[src/rtl/mcece_defs.svh]
`ifndef MCECE_DEFS_SVH
`define MCECE_DEFS_SVH
// ---------------------------------------------
// register map (byte addresses)
// ---------------------------------------------
`define MCECE_ADDR_W        12
`define MCECE_OFS_STATUS    12'h000
`define MCECE_OFS_FLAGS     12'h004
`define MCECE_OFS_CTRL      12'h008
`define MCECE_OFS_CAP       12'h00C
// ---------------------------------------------
// field positions
// ---------------------------------------------
`define MCECE_FLG_VALID     0
`define MCECE_FLG_UC        1
`define MCECE_FLG_OVER      2
`define MCECE_CTL_MCE       0
`define MCECE_CTL_FILT      1
`define MCECE_CAP_FILT      11
`define MCECE_F_BIT         12
// ---------------------------------------------
// simple codes
// ---------------------------------------------
`define MCECE_CODE_NONE     16'h0000
`define MCECE_CODE_UNCL     16'h0001
`define MCECE_CODE_UROM     16'h0002
`define MCECE_CODE_EXT      16'h0003
`define MCECE_CODE_LOCK     16'h0004
`define MCECE_CODE_IPAR     16'h0005
`define MCECE_CODE_SMM      16'h0006
`define MCECE_CODE_TIMER    16'h0400
`define MCECE_CODE_IO       16'h0E0B
`define MCECE_IUNC_PFX      6'h01
`define MCECE_IUNC_LOW1     10'h001
// ---------------------------------------------
// compound prefixes and sub-field values
// ---------------------------------------------
`define MCECE_TOP_ZERO      3'h0
`define MCECE_GC_PFX        10'h003
`define MCECE_TLB_PFX       8'h01
`define MCECE_MC_PFX        5'h01
`define MCECE_CH_PFX        4'h1
`define MCECE_XM_PFX        5'h05
`define MCECE_BUS_PFX       1'h1
`define MCECE_TT_GEN        2'h2
`define MCECE_TT_RSVD       2'h3
// ---------------------------------------------
// correction filter sizing
// ---------------------------------------------
`define MCECE_TAG_W         8
`define MCECE_FLT_DEPTH     4
`define MCECE_FLT_IDX_W     2
`define MCECE_CNT_W         2
`define MCECE_FLT_THRESH    2'h3
`define MCECE_CNT_ONE       2'h1
`endif

[src/rtl/mcece_pkg.sv]
package mcece_pkg;
  // detector error classes
  typedef enum logic [3:0] {
    MCECE_UNCLASSIFIED,
    MCECE_UROM_PARITY,
    MCECE_LOCKSTEP,
    MCECE_INT_PARITY,
    MCECE_SMM_VIOLATION,
    MCECE_TIMER,
    MCECE_IO,
    MCECE_INT_UNCLASS,
    MCECE_GEN_CACHE,
    MCECE_TLB,
    MCECE_MEM_CTRL,
    MCECE_CACHE,
    MCECE_EXT_MEM,
    MCECE_BUS
  } mcece_class_type;
  // compound codes carry the filter bit
  typedef enum logic [1:0] {
    MCECE_FORM_SIMPLE,
    MCECE_FORM_COMPOUND
  } mcece_form_type;
endpackage : mcece_pkg

[src/rtl/mcece_encoder.sv]
`timescale 1ns/1ps
`include "mcece_defs.svh"
// Operation
// [RULE_01] log 16-bit code, set entry flag
// [RULE_02] optional model code stored beside code
// [RULE_03] code alone classifies the error
// [RULE_04] software reads code only when flagged
// [RULE_05] empty bank holds all-zero code
// [RULE_06] unclassified error logs code one
// [RULE_07] microcode rom parity logs code two
// [RULE_08] external bus-init logs code three
// [RULE_09] bus-init needs strap and enable bit
// [RULE_10] lockstep mismatch four, internal parity five
// [RULE_11] handler range violation logs code six
// [RULE_12] timer and io faults fixed codes
// [RULE_13] internal unclassified: prefix, nonzero low part
// [RULE_14] generic cache: prefix, filter, level
// [RULE_15] tlb and cache compound layouts
// [RULE_16] memory controller and extended memory layouts
// [RULE_17] bus error layout with bit 11
// [RULE_18] filter bit clear for normal filtering
// [RULE_19] filter bit set when filtering activates
// [RULE_20] post first few corrections per line
// [RULE_21] uncorrected events never filtered
// [RULE_22] software ignores filter bit if uncorrected
// [RULE_23] transaction kind encodings, generic fallback
// [RULE_24] hierarchy level encodings, generic eleven
// [RULE_25] code and flag update together
module mcece_encoder
  import mcece_pkg::*;
(
  input  wire logic                     core_clk_i,
  input  wire logic                     rst_n_i,
  // apb slave
  input  wire logic                     psel_i,
  input  wire logic                     penable_i,
  input  wire logic                     pwrite_i,
  input  wire logic [`MCECE_ADDR_W-1:0] paddr_i,
  input  wire logic [31:0]              pwdata_i,
  output logic      [31:0]              prdata_o,
  output logic                          pready_o,
  output logic                          pslverr_o,
  // internal detectors
  input  wire logic                     err_valid_i,
  input  wire mcece_class_type          err_class_i,
  input  wire logic                     uncorrected_flag_i,
  input  wire logic [`MCECE_TAG_W-1:0]  line_tag_i,
  input  wire logic [1:0]               transaction_kind_field_i,
  input  wire logic [1:0]               hierarchy_level_field_i,
  input  wire logic [3:0]               request_kind_field_i,
  input  wire logic [2:0]               memory_request_field_i,
  input  wire logic [3:0]               channel_number_field_i,
  input  wire logic [1:0]               participation_field_i,
  input  wire logic                     timeout_i,
  input  wire logic [1:0]               memory_or_io_field_i,
  input  wire logic [9:0]               internal_detail_i,
  input  wire logic [15:0]              model_code_i,
  // pins
  input  wire logic                     bus_init_input_i,
  input  wire logic                     strap_bus_init_observe_i,
  output logic                          mc_exception_o
);
  // ---------------------------------------------
  // state
  // ---------------------------------------------
  logic [15:0]     arch_code;
  logic [15:0]     model_code;
  logic            entry_logged_flag;
  logic            uncorrected_flag;
  logic            overflow_flag;
  logic            machine_check_enable_bit;
  logic            filter_enable;
  logic            strap_done;
  logic            strap_observe;
  logic            bi_sync1;
  logic            bi_sync2;
  logic            bi_sync3;
  logic            bi_level;
  logic            bi_prev;
  logic            bi_rise;
  logic            ext_event;
  logic            post_ok;
  logic            filter_act;
  logic            det_event;
  logic            new_uc;
  logic            take_event;
  logic [15:0]     next_code;
  logic [15:0]     next_model;
  logic [15:0]     enc_code;
  logic            f_bit;
  logic [1:0]      tt_fixed;
  logic [9:0]      iunc_low;
  mcece_form_type  enc_form;
  logic            apb_setup;
  logic            apb_commit;
  logic            wr_status;
  logic            wr_ctrl;
  logic            addr_hit;
  logic [31:0]     next_rdata;

  // ---------------------------------------------
  // strap capture and bus-init synchroniser
  // ---------------------------------------------
  // strap sampled on the first edge after reset release
  always_ff @(posedge core_clk_i or negedge rst_n_i) begin
    if (!rst_n_i) begin
      strap_done    <= 1'b0;
      strap_observe <= 1'b0;
    end else if (!strap_done) begin
      strap_done    <= 1'b1;
      strap_observe <= strap_bus_init_observe_i;
    end
  end

  // three stages; level moves only when stages two and three agree
  always_ff @(posedge core_clk_i or negedge rst_n_i) begin
    if (!rst_n_i) begin
      bi_sync1 <= 1'b0;
      bi_sync2 <= 1'b0;
      bi_sync3 <= 1'b0;
      bi_level <= 1'b0;
      bi_prev  <= 1'b0;
    end else begin
      bi_sync1 <= bus_init_input_i;
      bi_sync2 <= bi_sync1;
      bi_sync3 <= bi_sync2;
      if (bi_sync2 == bi_sync3) begin
        bi_level <= bi_sync3;
      end
      bi_prev  <= bi_level;
    end
  end

  // ignored unless strapped and enabled
  assign bi_rise   = bi_level && !bi_prev;
  assign ext_event = bi_rise && strap_observe && machine_check_enable_bit; // see [RULE_09]

  // ---------------------------------------------
  // correction filtering
  // ---------------------------------------------
  // only corrected events train or consult the tracker
  mcece_line_filter u_filter (
    .core_clk_i   (core_clk_i),
    .rst_n_i      (rst_n_i),
    .corr_event_i (err_valid_i && !uncorrected_flag_i && filter_enable && !ext_event),
    .line_tag_i   (line_tag_i),
    .post_o       (post_ok),
    .filter_act_o (filter_act)
  );

  // suppressed corrections never reach the bank
  assign det_event = err_valid_i &&
                     (uncorrected_flag_i || !filter_enable || post_ok); // see [RULE_20] see [RULE_21]
  // set only for corrected postings that end posting
  assign f_bit     = !uncorrected_flag_i && filter_enable && filter_act; // see [RULE_18] see [RULE_19]

  // ---------------------------------------------
  // code encoder
  // ---------------------------------------------
  // reserved transaction kind folds to generic
  assign tt_fixed = (transaction_kind_field_i == `MCECE_TT_RSVD) ?
                    `MCECE_TT_GEN : transaction_kind_field_i; // see [RULE_23]
  // low part must not be zero
  assign iunc_low = (internal_detail_i == '0) ?
                    `MCECE_IUNC_LOW1 : internal_detail_i; // see [RULE_13]

  // class fully determined by the code value
  always_comb begin
    enc_form = MCECE_FORM_COMPOUND;
    enc_code = `MCECE_CODE_UNCL;
    unique case (err_class_i)
      MCECE_UNCLASSIFIED: begin
        enc_form = MCECE_FORM_SIMPLE;
        enc_code = `MCECE_CODE_UNCL; // see [RULE_06]
      end
      MCECE_UROM_PARITY: begin
        enc_form = MCECE_FORM_SIMPLE;
        enc_code = `MCECE_CODE_UROM; // see [RULE_07]
      end
      MCECE_LOCKSTEP: begin
        enc_form = MCECE_FORM_SIMPLE;
        enc_code = `MCECE_CODE_LOCK; // see [RULE_10]
      end
      MCECE_INT_PARITY: begin
        enc_form = MCECE_FORM_SIMPLE;
        enc_code = `MCECE_CODE_IPAR; // see [RULE_10]
      end
      MCECE_SMM_VIOLATION: begin
        enc_form = MCECE_FORM_SIMPLE;
        enc_code = `MCECE_CODE_SMM; // see [RULE_11]
      end
      MCECE_TIMER: begin
        enc_form = MCECE_FORM_SIMPLE;
        enc_code = `MCECE_CODE_TIMER; // see [RULE_12]
      end
      MCECE_IO: begin
        enc_form = MCECE_FORM_SIMPLE;
        enc_code = `MCECE_CODE_IO; // see [RULE_12]
      end
      MCECE_INT_UNCLASS: begin
        enc_form = MCECE_FORM_SIMPLE;
        enc_code = {`MCECE_IUNC_PFX, iunc_low}; // see [RULE_13]
      end
      MCECE_GEN_CACHE: begin
        enc_code = {`MCECE_TOP_ZERO, f_bit, `MCECE_GC_PFX,
                    hierarchy_level_field_i}; // see [RULE_14] see [RULE_24]
      end
      MCECE_TLB: begin
        enc_code = {`MCECE_TOP_ZERO, f_bit, `MCECE_TLB_PFX,
                    tt_fixed, hierarchy_level_field_i}; // see [RULE_15]
      end
      MCECE_CACHE: begin
        enc_code = {`MCECE_TOP_ZERO, f_bit, `MCECE_CH_PFX,
                    request_kind_field_i, tt_fixed,
                    hierarchy_level_field_i}; // see [RULE_15]
      end
      MCECE_MEM_CTRL: begin
        enc_code = {`MCECE_TOP_ZERO, f_bit, `MCECE_MC_PFX,
                    memory_request_field_i,
                    channel_number_field_i}; // see [RULE_16]
      end
      MCECE_EXT_MEM: begin
        enc_code = {`MCECE_TOP_ZERO, f_bit, `MCECE_XM_PFX,
                    memory_request_field_i,
                    channel_number_field_i}; // see [RULE_16]
      end
      MCECE_BUS: begin
        enc_code = {`MCECE_TOP_ZERO, f_bit, `MCECE_BUS_PFX,
                    participation_field_i, timeout_i,
                    request_kind_field_i, memory_or_io_field_i,
                    hierarchy_level_field_i}; // see [RULE_17]
      end
      default: begin
        // codes outside the enum log as unclassified
        enc_form = MCECE_FORM_SIMPLE;
        enc_code = `MCECE_CODE_UNCL; // see [RULE_06]
      end
    endcase
  end

  // ---------------------------------------------
  // bank update decision
  // ---------------------------------------------
  // external error wins a same-cycle detector event
  always_comb begin
    if (ext_event) begin
      next_code  = `MCECE_CODE_EXT; // see [RULE_08]
      next_model = '0;
      new_uc     = 1'b1;
    end else begin
      next_code  = enc_code; // see [RULE_03]
      next_model = model_code_i; // see [RULE_02]
      new_uc     = uncorrected_flag_i;
    end
  end

  // empty bank, or uncorrected replaces a corrected entry
  assign take_event = (ext_event || det_event) &&
                      (!entry_logged_flag || (new_uc && !uncorrected_flag));

  // ---------------------------------------------
  // apb decode
  // ---------------------------------------------
  // one wait state keeps read data registered
  assign apb_setup  = psel_i && penable_i && !pready_o;
  assign apb_commit = psel_i && penable_i && pready_o;
  assign wr_status  = apb_commit && pwrite_i && paddr_i == `MCECE_OFS_STATUS;
  assign wr_ctrl    = apb_commit && pwrite_i && paddr_i == `MCECE_OFS_CTRL;
  assign addr_hit   = paddr_i == `MCECE_OFS_STATUS || paddr_i == `MCECE_OFS_FLAGS ||
                      paddr_i == `MCECE_OFS_CTRL   || paddr_i == `MCECE_OFS_CAP;

  // read mux; reserved bits read zero
  always_comb begin
    next_rdata = '0;
    if (paddr_i == `MCECE_OFS_STATUS) begin
      next_rdata = {model_code, arch_code};
    end else if (paddr_i == `MCECE_OFS_FLAGS) begin
      next_rdata[`MCECE_FLG_VALID] = entry_logged_flag;
      next_rdata[`MCECE_FLG_UC]    = uncorrected_flag;
      next_rdata[`MCECE_FLG_OVER]  = overflow_flag;
    end else if (paddr_i == `MCECE_OFS_CTRL) begin
      next_rdata[`MCECE_CTL_MCE]  = machine_check_enable_bit;
      next_rdata[`MCECE_CTL_FILT] = filter_enable;
    end else if (paddr_i == `MCECE_OFS_CAP) begin
      next_rdata[`MCECE_CAP_FILT] = 1'b1; // see [RULE_20]
    end
  end

  // bus handshake outputs
  always_ff @(posedge core_clk_i or negedge rst_n_i) begin
    if (!rst_n_i) begin
      pready_o  <= 1'b0;
      pslverr_o <= 1'b0;
      prdata_o  <= '0;
    end else begin
      pready_o  <= apb_setup;
      pslverr_o <= apb_setup && !addr_hit;
      prdata_o  <= (apb_setup && !pwrite_i) ? next_rdata : '0;
    end
  end

  // control bits steer event handling
  always_ff @(posedge core_clk_i or negedge rst_n_i) begin
    if (!rst_n_i) begin
      machine_check_enable_bit <= 1'b0;
      filter_enable            <= 1'b0;
    end else if (wr_ctrl) begin
      machine_check_enable_bit <= pwdata_i[`MCECE_CTL_MCE];
      filter_enable            <= pwdata_i[`MCECE_CTL_FILT];
    end
  end

  // ---------------------------------------------
  // error bank
  // ---------------------------------------------
  // code and flag written in one edge; new event beats clear
  always_ff @(posedge core_clk_i or negedge rst_n_i) begin
    if (!rst_n_i) begin
      arch_code         <= `MCECE_CODE_NONE; // see [RULE_05]
      model_code        <= '0;
      entry_logged_flag <= 1'b0;
      uncorrected_flag  <= 1'b0;
    end else if (take_event) begin
      arch_code         <= next_code; // see [RULE_01] see [RULE_25]
      model_code        <= next_model;
      entry_logged_flag <= 1'b1; // see [RULE_01] see [RULE_25]
      uncorrected_flag  <= new_uc;
    end else if (wr_status) begin
      arch_code         <= `MCECE_CODE_NONE; // see [RULE_05]
      model_code        <= '0;
      entry_logged_flag <= 1'b0;
      uncorrected_flag  <= 1'b0;
    end
  end

  // any posted event while the bank is full, even one that replaces the entry
  always_ff @(posedge core_clk_i or negedge rst_n_i) begin
    if (!rst_n_i) begin
      overflow_flag <= 1'b0;
    end else if ((ext_event || det_event) && entry_logged_flag) begin
      overflow_flag <= 1'b1;
    end else if (wr_status) begin
      overflow_flag <= 1'b0;
    end
  end

  // exception only for uncorrected entries while enabled
  always_ff @(posedge core_clk_i or negedge rst_n_i) begin
    if (!rst_n_i) begin
      mc_exception_o <= 1'b0;
    end else begin
      mc_exception_o <= take_event && new_uc && machine_check_enable_bit;
    end
  end
endmodule : mcece_encoder

[src/rtl/mcece_line_filter.sv]
`timescale 1ns/1ps
`include "mcece_defs.svh"
module mcece_line_filter (
  input  wire logic                      core_clk_i,
  input  wire logic                      rst_n_i,
  input  wire logic                      corr_event_i,
  input  wire logic [`MCECE_TAG_W-1:0]   line_tag_i,
  output logic                           post_o,
  output logic                           filter_act_o
);
  logic [`MCECE_TAG_W-1:0]     tag_q  [`MCECE_FLT_DEPTH];
  logic [`MCECE_CNT_W-1:0]     cnt_q  [`MCECE_FLT_DEPTH];
  logic [`MCECE_FLT_DEPTH-1:0] used_q;
  logic [`MCECE_FLT_IDX_W-1:0] victim_q;
  logic                        hit;
  logic [`MCECE_FLT_IDX_W-1:0] hit_idx;
  logic [`MCECE_CNT_W-1:0]     hit_cnt;

  // ---------------------------------------------
  // lookup
  // ---------------------------------------------
  // tags are unique, so last match equals only match
  always_comb begin
    hit     = 1'b0;
    hit_idx = '0;
    for (int i = 0; i < `MCECE_FLT_DEPTH; i++) begin
      if (used_q[i] && tag_q[i] == line_tag_i) begin
        hit     = 1'b1;
        hit_idx = `MCECE_FLT_IDX_W'(i);
      end
    end
    hit_cnt      = cnt_q[hit_idx];
    post_o       = !hit || (hit_cnt < `MCECE_FLT_THRESH);
    filter_act_o = hit && (hit_cnt == `MCECE_FLT_THRESH - `MCECE_CNT_ONE);
  end

  // ---------------------------------------------
  // tracking
  // ---------------------------------------------
  // round-robin victim: a busy line may be evicted and re-posted
  always_ff @(posedge core_clk_i or negedge rst_n_i) begin
    if (!rst_n_i) begin
      used_q   <= '0;
      victim_q <= '0;
      for (int i = 0; i < `MCECE_FLT_DEPTH; i++) begin
        tag_q[i] <= '0;
        cnt_q[i] <= '0;
      end
    end else if (corr_event_i) begin
      if (hit) begin
        if (hit_cnt < `MCECE_FLT_THRESH) begin
          cnt_q[hit_idx] <= hit_cnt + `MCECE_CNT_ONE;
        end
      end else begin
        tag_q[victim_q]  <= line_tag_i;
        cnt_q[victim_q]  <= `MCECE_CNT_ONE;
        used_q[victim_q] <= 1'b1;
        victim_q         <= victim_q + `MCECE_FLT_IDX_W'(1);
      end
    end
  end
endmodule : mcece_line_filter

[config.mk]
export PLATFORM = sky130hd
export DESIGN_NAME = mcece_encoder
export DESIGN_NICKNAME = d
export VERILOG_FILES = /design/src/rtl/mcece_pkg.sv /design/src/rtl/mcece_encoder.sv /design/src/rtl/mcece_line_filter.sv
export VERILOG_INCLUDE_DIRS = /design/src /design/src/rtl
export SDC_FILE = /design/constraint.sdc
export NUM_CORES = 1
export LEC_CHECK = 0
export ABC_CLOCK_PERIOD_IN_PS = 3400
export BUFFER_PORTS_ARGS = -buffer_cell sky130_fd_sc_hd__buf_4
export CELL_PAD_IN_SITES_DETAIL_PLACEMENT = 1
export CELL_PAD_IN_SITES_GLOBAL_PLACEMENT = 1
export CORE_MARGIN = 5
export CORE_UTILIZATION = 41
export CTS_CLUSTER_DIAMETER = 40
export CTS_CLUSTER_SIZE = 10
export DETAILED_ROUTE_END_ITERATION = 12
export PLACE_DENSITY_LB_ADDON = 0.1
export SLEW_MARGIN = 10
export SYNTH_ARGS = -nofsm -noshare
export SYNTH_HDL_FRONTEND = slang
export SYNTH_SLANG_ARGS = --single-unit
[constraint.sdc]
create_clock -name core_clk_i -period 3.4 [get_ports core_clk_i]
set_input_delay 0.51 -clock core_clk_i [delete_from_list [all_inputs] [get_ports core_clk_i]]
set_output_delay 0.51 -clock core_clk_i [all_outputs]
set_load 0.05 [all_outputs]
==> metrics.txt <==
status=completed; DRC=0; fin area=7230 um^2; P&R area growth vs syn=28.8%; wire length on met2=7.21 mm; Total Nets Final=710; Ant. Diodes=0; Slew HR=56.1%; Area after DPL=6570 um^2; GRT overflow=0; Max clock buf depth=2; most common flop cell mapped by yosys=dfrtp_1; worst path bufs/invs=1; clock sinks=119; Routed Antenna Nets=0; pwr/cell area=557 nW/um^2; Total Wirelength=13.5 mm; final setup vio count=0; Die Ht=127 um; Die W=127 um; CTS tree=done; Yosys top cell by area=dfrtp_1; minimum clock period=2.99 ns; clock slew at reported path FFs=0.05 ns; post-CTS resize count=0; worst slew pin tran=0.657 ns; total number of vias=4080; DIE AREA=16100 um^2; top cells by area, synth=dfrtp_1 (53%), mux2_2 (6.6%), xnor2_1 (5.3%); DR WL/cell=17.3 um; unrepaired setup endpoints after global routing=no; Ports=146; Routability Congestion=0.756; number of buffers created by CTS=17; fillcell total=1423; num rows=42; global-route wire length before repair=22.9 mm; final worst clock skew=0.00738 ns; largest net degree at the start of global routing=76; Via density=5.22; TritonRoute pass-1 iters=4; Setup crit start kind=flop; Hold Buf Count CTS=0; Post-CTS Setup Bufs=0; Crit path arrival time=3.34 ns; Tcrit/Tclk final=88.1%; latest clock arrival within the worst-skew pair=0.42 ns; max-cap violation count=0; synthesized instance count=486; FFs w/ async S/R, synth=100%; sequential area share after synthesis=53.0%; mapped cell area=5610 um^2; endpoint class of the critical path=flop; wl on met1=5.42 mm; vias in the first global route=4502; Fin Hold WS=0.0792 ns; Post-synth EDFFs=0; worst setup path category=flop to flop; initial core utilization=42.1%; Placed Cells=750; post-synth top area share=53.0%; critical path's top delay family=simple AND/OR/NAND/NOR gates; critical-path cell list=xnor2_1 > nand3_1 > nor3_4 > or3_1 > o221a_2 > ha_1 > nand2_1 > o31ai_2 > and2_1 > buf_12 > a22o_1; fin. max-slew vios=0; commonest non-fill, non-tap cells in the layout=dfrtp_1 (119), buf_4 (115), xnor2_1 (34); number of synthesized register bits=119; commonest non-fill, non-tap cell in the layout=dfrtp_1; Root Driver=clkbuf_16; non-filler cells, final=781; HPWL after DPL=9.75 mm; CP max stage delay=0.41 ns; crit path max fanout=27; synth warn=0; Syn Area/Cell=11.6 um^2; layout cells sized above 1=33.4%; Peak supply drop=0.333 mV; slowest cell on the critical path=nor3_4; post-synth cell types=59; Hold Path Class=primary input to asynchronous set/reset pin; H-tree depth=4; Fmax achieved=334 MHz; Final TNS setup=0 ns; Hold Vio Cnt, Final=0; core footprint=13300 um^2; Critical Path RT=3.75 ns; DR WL met3=640 um; gr usage total=18.0%; starting DRC count in detailed routing=133; Port Buffers=112; Leak=0.00348 uW; top sig layer=met4; antenna violations before repair=0
==> synth_stat cells (2+ instances only) <==
library cell  instances
o21ai_0              12
nand4_2               2
o22ai_1               3
buf_4                14
buf_6                 2
conb_1                2
mux2i_1               5
and2_1               28
or3_1                 4
o2bb2ai_1             7
o221a_2               2
a32o_1                5
a31oi_1               4
nor2_1               20
nand2_2               5
nand2_1              29
nand4_1               3
a22oi_1               7
nand3_1              14
xnor2_1              34
mux2_1                4
nand3b_1              4
dfrtp_1             119
a21o_1                3
a22o_1               20
a2111oi_0             2
nand2b_1              8
nor3_2                2
ha_1                  6
clkbuf_1             14
a21oi_1              15
mux2_2               33
nor3_1                4
o21a_1                2
nor3_4                2
inv_1                14
a211o_1               2
nor4_1                4
nor2b_1               6
==> per-stage QoR <==
| step | util, % | worst slack, ns | power, uW |
|---|---|---|---|
| 5_1_grt | 54.2 | 0.147 | 4210 |
| 3_3_place_gp | 49.2 | 0.176 | 2040 |
| 3_5_place_dp | 49.2 | 0.0677 | 2050 |
| 2_1_floorplan | - | 0.338 | 1880 |
| 4_1_cts | 54.2 | 0.338 | 4090 |
| 6_report | 54.2 | 0.405 | 4030 |
==> cell type report <==
class | count | area (um^2) | area share (%)
timing repair buffer | 117 | 903 | 12.5
clock buffer | 18 | 439 | 6.07
sequential | 119 | 2980 | 41.2
tap | 176 | 220 | 3.04
multi-input combinational | 324 | 2410 | 33.4
clock inverter | 13 | 228 | 3.15
inverter | 14 | 52.6 | 0.727
==> logic make-up (layout without fill, tap and decap cells) <==
| group | Yosys count | count (layout) | share of synthesized area (%) |
|---|---|---|---|
| simple gates | 143 | 143 | 14.6 |
| flops | 119 | 119 | 53.0 |
| compound gates | 93 | 93 | 12.7 |
| buf+inv | 45 | 162 | 4.21 |
| mux | 42 | 42 | 8.31 |
| xor+xnor | 35 | 35 | 5.46 |
| fa+ha+maj | 7 | 7 | 1.52 |
| other cells | 2 | 4 | 0.134 |
==> power breakdown <==
part	leakage, uW	total [uW]	switching [uW]	internal (uW)
Clock	0.000322	2010	623	1380
Sequential	0.00157	1610	66.1	1550
Combinational	0.00159	411	202	209
Total	0.00348	4030	891	3140
==> worst paths after layout <==
| kind | from | end | slack, ns | cells past startpoint |
|---|---|---|---|---|
| max reg2reg | u_filter.tag_q[5] | arch_code[12] | 0.41 | 11 |
| min reg2reg | bi_sync1 | bi_sync2 | 0.35 | 0 |
| min | rst_n_i | model_code[10] | 0.08 | 1 |
| max | u_filter.tag_q[5] | arch_code[12] | 0.41 | 11 |
| min in group core_clk_i | bus_init_input_i | bi_sync1 | 0.21 | 1 |
| max in group asynchronous | rst_n_i | bi_sync1 | 2.51 | 2 |
==> worst reg2reg max path, cell delays in order (launching register included) <==
cell and delay (ns):
dfrtp_1 0.39, xnor2_1 0.14, nand3_1 0.20, nor3_4 0.41
or3_1 0.27, o221a_2 0.24, ha_1 0.34, nand2_1 0.13
o31ai_2 0.24, and2_1 0.21, buf_12 0.18, a22o_1 0.17
==> routing by layer <==
metal,up-vias,track usage (%)
met1,2061,21.2
met2,77,31.2
li1,1922,-
met3,20,5.55
met4,0,6.37
met5,-,0
==> sequential cells by signal, summed over array words and instances (netlist names), 2 cells and up <==
register / cells
model_code: 16
u_filter.victim_q: 2
arch_code: 13
u_filter.tag_q: 32
u_filter.used_q: 4
u_filter.cnt_q: 8
prdata_o: 29
No activity file was read; power rests on OpenSTA's default activity.
